$ cat config.mk
export PLATFORM = sky130hd
export DESIGN_NAME = wwds_top
export DESIGN_NICKNAME = d
export VERILOG_FILES = /design/src/hw/wwds_pkg.sv /design/src/hw/wwds_osc_div.sv /design/src/hw/wwds_edge.sv /design/src/hw/wwds_top.sv
export SDC_FILE = /design/constraint.sdc
export NUM_CORES = 1
export LEC_CHECK = 0
export BUFFER_PORTS_ARGS = -buffer_cell sky130_fd_sc_hd__buf_4
export CAP_MARGIN = 20
export CELL_PAD_IN_SITES_DETAIL_PLACEMENT = 0
export CELL_PAD_IN_SITES_GLOBAL_PLACEMENT = 1
export CORE_MARGIN = 1.5
export CORE_UTILIZATION = 51
export CTS_CLUSTER_SIZE = 14
export DETAILED_ROUTE_END_ITERATION = 6
export PLACE_DENSITY = 0.89
export SLEW_MARGIN = 0
export SYNTH_ARGS = -nofsm -noshare
export SYNTH_HDL_FRONTEND = slang
export SYNTH_HIERARCHICAL = 1
export SYNTH_SLANG_ARGS = --single-unit
$ cat constraint.sdc
create_clock -name mclk -period 5.7 [get_ports mclk]
set_clock_uncertainty 0.15 [all_clocks]
set_input_delay 0.285 -clock mclk [delete_from_list [all_inputs] [get_ports mclk]]
set_output_delay 0.285 -clock mclk [all_outputs]
set_load 0.05 [all_outputs]
$ cat src/hw/wwds_pkg.sv
`default_nettype none
package wwds_pkg;
  // Startup delay and watchdog period in oscillator ticks; the tick rate
  // stands for the resistor-tuned RC oscillator.
  localparam int unsigned OSC_PERIOD_NS   = 1000;
  localparam int unsigned CLK_PERIOD_NS   = 10;
  localparam int unsigned OSC_DIV_CYC     = OSC_PERIOD_NS / CLK_PERIOD_NS;
  localparam int unsigned STARTUP_TICKS   = 64;
  localparam int unsigned WD_PERIOD_TICKS = 300;
  localparam int unsigned SLEEP_TICKS     = 900;
  localparam int unsigned CLEARS_TO_EN    = 3;
  localparam int unsigned OPEN_PCT_LOW    = 33;
  localparam int unsigned OPEN_PCT_HIGH   = 67;
  localparam int unsigned PCT_FULL        = 100;
  localparam int unsigned CNT_W           = 16;
  localparam int unsigned DIV_W           = 8;
  localparam int unsigned GOOD_W          = 2;

  typedef enum logic [2:0] {WWDS_OFF, WWDS_STARTUP, WWDS_CLOSED, WWDS_OPEN,
                            WWDS_SLEEP} wwds_state_e;

  typedef struct packed {
    logic sys_rst_n;
    logic en_n;
  } wwds_out_s;
endpackage : wwds_pkg
`default_nettype wire

$ cat src/hw/wwds_osc_div.sv
`default_nettype none
module wwds_osc_div
  import wwds_pkg::*;
#(
  parameter int unsigned DIV_CYC = OSC_DIV_CYC
) (
  // Clock and reset
  input  wire logic mclk,
  input  wire logic rst_n,
  // Tick
  output var  logic tick
);
  if (DIV_CYC < 1 || DIV_CYC > 255) begin : g_bad_div
    $error("wwds_osc_div: bad DIV_CYC");
  end
  typedef struct packed {
    logic [DIV_W-1:0] cnt;
    logic             tick;
  } wwds_div_s;
  wwds_div_s st_r, st_nxt;
  always_comb begin
    st_nxt = st_r;
    st_nxt.tick = 1'b0;
    if (st_r.cnt == DIV_W'(DIV_CYC - 1)) begin
      st_nxt.cnt  = '0;
      st_nxt.tick = 1'b1;
    end else begin
      st_nxt.cnt = st_r.cnt + 8'h01;
    end
  end
  always_ff @(posedge mclk or negedge rst_n) begin
    if (!rst_n) begin
      st_r <= '0;
    end else begin
      st_r <= st_nxt;
    end
  end
  assign tick = st_r.tick;
endmodule : wwds_osc_div
`default_nettype wire

$ cat src/hw/wwds_edge.sv
`default_nettype none
module wwds_edge
  import wwds_pkg::*;
(
  // Clock and reset
  input  wire logic mclk,
  input  wire logic rst_n,
  // Clear pin, falling edge is a service pulse
  input  wire logic wd_clear_in,
  output var  logic fall
);
  typedef struct packed {
    logic prev;
  } wwds_edge_s;
  wwds_edge_s st_r, st_nxt;
  always_comb begin
    st_nxt.prev = wd_clear_in;
  end
  always_ff @(posedge mclk or negedge rst_n) begin
    if (!rst_n) begin
      st_r <= 1'b1;
    end else begin
      st_r <= st_nxt;
    end
  end
  assign fall = st_r.prev & ~wd_clear_in;
endmodule : wwds_edge
`default_nettype wire

$ cat src/hw/wwds_top.sv
`default_nettype none
module wwds_top
  import wwds_pkg::*;
#(
  parameter int unsigned OPEN_PCT      = OPEN_PCT_LOW,
  parameter bit          SLEEP_VARIANT = 1'b0,
  parameter int unsigned STARTUP_T     = STARTUP_TICKS,
  parameter int unsigned PERIOD_T      = WD_PERIOD_TICKS,
  parameter int unsigned SLEEP_T       = SLEEP_TICKS
) (
  // Clock and reset
  input  wire logic mclk,
  input  wire logic rst_n,
  // Comparator and clear pin
  input  wire logic sense_in,
  input  wire logic wd_clear_in,
  // Outputs
  output var  logic sys_rst_n_o,
  output var  logic sys_rst_oe,
  output var  logic en_n,
  output var  logic sleep_o
);
  localparam int unsigned CLOSED_T = PERIOD_T * (PCT_FULL - OPEN_PCT) / PCT_FULL;
  localparam int unsigned OPEN_T   = PERIOD_T - CLOSED_T;

  // Refused at elaboration: an open share other than 33 or 67, or a zero count that would underflow the terminal decode
  if (OPEN_PCT != OPEN_PCT_LOW && OPEN_PCT != OPEN_PCT_HIGH) begin : g_bad_pct
    $error("wwds_top: OPEN_PCT must be 33 or 67");
  end
  if (PERIOD_T < 3 || PERIOD_T > 65535 || STARTUP_T < 1 || STARTUP_T > 65535
      || SLEEP_T < 1 || SLEEP_T > 65535 || CLOSED_T < 1 || OPEN_T < 1) begin : g_bad_cnt
    $error("wwds_top: counts out of range");
  end

  logic tick;
  logic clr_fall;

  wwds_osc_div u_div (
    .mclk (mclk),
    .rst_n(rst_n),
    .tick (tick)
  );

  wwds_edge u_edge (
    .mclk       (mclk),
    .rst_n      (rst_n),
    .wd_clear_in(wd_clear_in),
    .fall       (clr_fall)
  );

  typedef struct packed {
    wwds_state_e      state;
    logic [CNT_W-1:0] cnt;
    logic [CNT_W-1:0] idle;
    logic [GOOD_W-1:0] good;
    logic             rst_drv;
    logic             en_n;
    logic             sleep;
  } wwds_st_s;

  wwds_st_s st_r, st_nxt;

  // Common entry to the startup delay, used by every reset cause
  function automatic wwds_st_s restart(input wwds_st_s s);
    wwds_st_s r;
    r = s;
    r.state   = WWDS_STARTUP;
    r.cnt     = '0;
    r.idle    = '0;
    r.good    = '0;
    r.rst_drv = 1'b1;
    r.en_n    = 1'b1;
    r.sleep   = 1'b0;
    return r;
  endfunction

  // Terminal-count decode shared by every timer stage
  function automatic logic at_last(input logic [CNT_W-1:0] c, input int unsigned n);
    return c == CNT_W'(n - 1);
  endfunction

  always_comb begin
    st_nxt = st_r;
    if (!sense_in) begin
      st_nxt = restart(st_r);
      st_nxt.state = WWDS_OFF;
    end else begin
      case (st_r.state)
        WWDS_OFF: begin
          st_nxt = restart(st_r);
        end
        WWDS_STARTUP: begin
          if (tick) begin
            if (at_last(st_r.cnt, STARTUP_T)) begin
              st_nxt.state   = WWDS_CLOSED;
              st_nxt.cnt     = '0;
              st_nxt.rst_drv = 1'b0;
            end else begin
              st_nxt.cnt = st_r.cnt + 16'h0001;
            end
          end
        end
        WWDS_CLOSED: begin
          if (clr_fall) begin
            st_nxt = restart(st_r);
          end else if (tick) begin
            if (at_last(st_r.cnt, CLOSED_T)) begin
              st_nxt.state = WWDS_OPEN;
              st_nxt.cnt   = '0;
            end else begin
              st_nxt.cnt = st_r.cnt + 16'h0001;
            end
          end
        end
        WWDS_OPEN: begin
          if (clr_fall) begin
            st_nxt.state = WWDS_CLOSED;
            st_nxt.cnt   = '0;
            st_nxt.idle  = '0;
            if (st_r.good == GOOD_W'(CLEARS_TO_EN - 1)) begin
              st_nxt.en_n = 1'b0;
            end else begin
              st_nxt.good = st_r.good + 2'h1;
            end
          end else if (tick) begin
            if (SLEEP_VARIANT && at_last(st_r.idle, SLEEP_T)) begin
              st_nxt.state   = WWDS_SLEEP;
              st_nxt.sleep   = 1'b1;
              st_nxt.en_n    = 1'b1;
              st_nxt.good    = '0;
            end else if (at_last(st_r.cnt, OPEN_T)) begin
              if (SLEEP_VARIANT) begin
                // Silent line counts toward sleep, not a fault
                st_nxt.state = WWDS_CLOSED;
                st_nxt.cnt   = '0;
                st_nxt.idle  = st_r.idle + 16'h0001;
                st_nxt.en_n  = 1'b1;
                st_nxt.good  = '0;
              end else begin
                st_nxt = restart(st_r);
              end
            end else begin
              st_nxt.cnt  = st_r.cnt + 16'h0001;
              st_nxt.idle = st_r.idle + 16'h0001;
            end
          end
        end
        WWDS_SLEEP: begin
          if (clr_fall) begin
            st_nxt = restart(st_r);
          end
        end
        default: begin
          st_nxt = restart(st_r);
        end
      endcase
      if (SLEEP_VARIANT && st_r.state == WWDS_CLOSED && tick && !clr_fall) begin
        st_nxt.idle = st_r.idle + 16'h0001;
        if (at_last(st_r.idle, SLEEP_T)) begin
          st_nxt.state = WWDS_SLEEP;
          st_nxt.sleep = 1'b1;
          // Standby never leaves critical functions enabled
          st_nxt.en_n  = 1'b1;
          st_nxt.good  = '0;
        end
      end
    end
  end

  always_ff @(posedge mclk or negedge rst_n) begin
    if (!rst_n) begin
      st_r <= '{state: WWDS_OFF, cnt: '0, idle: '0, good: '0,
                rst_drv: 1'b1, en_n: 1'b1, sleep: 1'b0};
    end else begin
      st_r <= st_nxt;
    end
  end

  // Open-drain: pin only ever pulled low
  assign sys_rst_n_o = 1'b0;
  assign sys_rst_oe  = st_r.rst_drv;
  assign en_n        = st_r.en_n;
  assign sleep_o     = st_r.sleep;
endmodule : wwds_top
`default_nettype wire

==> out/qor.txt <==
Status -> completed
Starting Density -> 53.8%
Fmax -> 423 MHz
Worst-case clock buffer depth -> 2
Flop pwr share -> 48.4%
Total GRT Usage -> 21.2%
Kind of critical path -> reg -> reg
Largest net degree at the start of global routing -> 33
Clock power frac -> 46.3%
Layout cells sized above 1 -> 15.6%
Peak supply drop -> 0.000146 V
Synth Area per Inst -> 9.29 sq um
#FFs+latches synth -> 32
CP required -> 5.68 ns
Final period utilization -> 41.5%
Die outline area -> 4300 sq um
Final setup vio count -> 0
Max-slew violation count -> 0
HPWL Detailed -> 2.82 mm
DR pass1 iterations -> 4
Congestion Overflow GR -> 0
Nets -> 226
Num ports -> 8
Final min period -> 2.37 ns
Antenna diode count -> 0
Post-DR vias/cell -> 5.90
Hold WC Path Type -> in -> reg
Via count -> 1569
CP endpoint kind -> register
Most frequent cells in the layout -> nand2_1 (30), dfrtp_1 (29), a21oi_1 (15)
Post-Place Worst Slack -> 3.33 ns
Finished Cell Area -> 2140 sq um
Max Cap Viol -> 0
PwrDens -> 223 nW/um^2
Sequential share of the synthesized area -> 40.3%
Sink Count -> 32
NetSw -> 0.000111 W
Synth top area cells -> dfrtp_1 (36%), nand2_1 (5.6%), dfstp_2 (3.9%), a21oi_1 (3.8%), o21ai_2 (3.5%)
Final WS setup -> 3.33 ns
Ys flop type -> dfrtp_1
Relative slew slack -> 44.2%
Clk Latency, worst-skew pair -> 0.29 ns
Final-report hold violation count -> 0
Switching share of total power -> 23.4%
R2r startpoint -> st_r[21]
Area leader, netlist -> dfrtp_1
Residual DRC count -> 0
RSZ-0062 raised after global routing -> false
Crit path launch -> st_r[21]
Share of the synthesized area in the top cell type -> 36.3%
Syn Inst Count -> 215
Drt total wl -> 4.03 mm
Initial antenna violation count -> 0
Core Area -> 3720 sq um
Syn Std Cell Area -> 2000 sq um
Die width -> 65.6 microns
Worst EP arrival -> 2.35 ns
Clock slew at reported path FFs -> 0.07 ns
Asr flop ratio synth -> 100%
Hold path cells -> 2
Area growth from synthesis to layout -> 6.95%
EDFF count, synth -> 0
Power Total -> 0.000476 W
DP Area -> 2010 sq um
Worst Path Max Fanout -> 16
Reg2reg setup slack -> 3.33 ns
Combinational power share -> 5.3%
Vias in the first global route -> 1555
Int Pwr -> 0.000365 W
RR Endpoint -> st_r[36]
Worst slew pin tran -> 0.837 ns
Drt wl/cell -> 15.1 microns
Startpoint types -> register
Synth warnings -> 6
Worst Setup EP -> st_r[36]
Total CTS buffers -> 5
Detailed Route Iter0 Violations -> 111
Setup tns final -> 0 ns
Commonest non-fill, non-tap cell in the layout -> nand2_1
LEAKAGE -> 0.874 nW
Count of different cell masters after synthesis -> 51
Number of port buffers -> 5
Antenna Nets Post-Route -> 0
Global-route wire length before repair -> 6.98 mm
Worst r2r path cells -> 6
H-tree lvl count -> 2
Die Ht -> 65.6 microns
Post-CTS setup buffers -> 0
Std-Cell Rows -> 22
Final RePlAce weighted congestion -> 0.821
Clk root buf -> clkbuf_8
Min Hold Slack -> 0.0661 ns
CTS tree -> done
[worst min-delay path by stage]
stage / start / end / slack [ns]
after CTS: sense_in / sys_rst_oe / 0.06
after global routing: sense_in / sys_rst_oe / 0.08
after floorplan: rst_n / st_r[21] / -0.16
final: sense_in / sys_rst_oe / 0.07
after global placement: rst_n / st_r[29] / 0.09
after detailed placement: rst_n / st_r[30] / 0.09
[cells in the mapped netlist, types with 2 or more instances]
library cell,count
o21ai_0,8
and4_1,5
dfstp_2,3
nor4_4,2
or3_1,2
and3_1,4
xnor2_1,4
dfrtp_1,29
a31oi_1,2
inv_1,8
o21a_1,2
nor3b_1,2
ha_1,5
nand4_1,6
nor3_1,11
nand2_1,30
buf_2,5
nor4_1,2
nor2b_1,5
o21ai_2,8
a22o_1,3
o211ai_1,2
nand3_1,10
nor2_1,8
o22ai_1,2
buf_4,6
a21oi_1,15
mux2i_1,2
a21o_1,2
[worst max-delay path, stage by stage (launching register included)]
cell	delay, ns
dfrtp_1	0.44
ha_1	0.21
and4_1	0.33
nand4_1	0.20
and3_4	0.25
o21ai_4	0.44
o22ai_1	0.18
[stage by stage]
stage	cells	utilization, %
final	266	57.5
after global routing	266	57.5
after CTS	266	57.5
after detailed placement	256	54.0
after global placement	256	54.0
after floorplan	216	-
[registers in the layout (all words and copies together), names as in the netlist]
register / count
u_div/tick: 1
sys_rst_oe: 1
u_div/st_r: 8
st_r: 20
u_edge/st_r: 1
en_n: 1
[routing by layer]
layer  up-vias  wire, microns  GRT usage [%]
met1       758           1880           27.0
li1        782              -              -
met5         -              0              0
met2        22           1980           36.2
met3         7            109           4.62
met4         0             51           6.25
[cells by family (layout without fill, tap and decap cells)]
kind of cell	Yosys count	after routing	share of synthesized area, %
compound gates	52	52	18.0
other cells	1	2	0.188
simple gates	96	96	28.3
fa+ha+maj	5	5	3.13
xor+xnor	5	5	2.19
buf+inv	21	23	6.20
flops	32	32	40.3
mux	3	3	1.75
[layout make-up]
class,instances,area [sq um]
clock inverters,3,42.5
inverters,8,30.0
multi-input cells,163,1070
fillers,344,1580
well taps,48,60.1
flip-flops and latches,32,805
clock buffers,5,68.8
repair buffers,7,57.6
[power by group through the flow]
stage / Combinational [W] / Clock [W] / Sequential (W)
global route: 0.0000284 / 0.000233 / 0.000231
finish: 0.0000254 / 0.000220 / 0.000230
global placement: 0.0000236 / 0 / 0.000234
floorplan: 0.0000188 / 0 / 0.000234
CTS: 0.0000257 / 0.000223 / 0.000230
detailed placement: 0.0000246 / 0 / 0.000235
[what timing repair did]
item	4_1_cts	5_1_grt
gates resized for setup	0	0
hold endpoints to repair	30	0
hold buffers	2	0
Power figures use the tool's default switching activity.
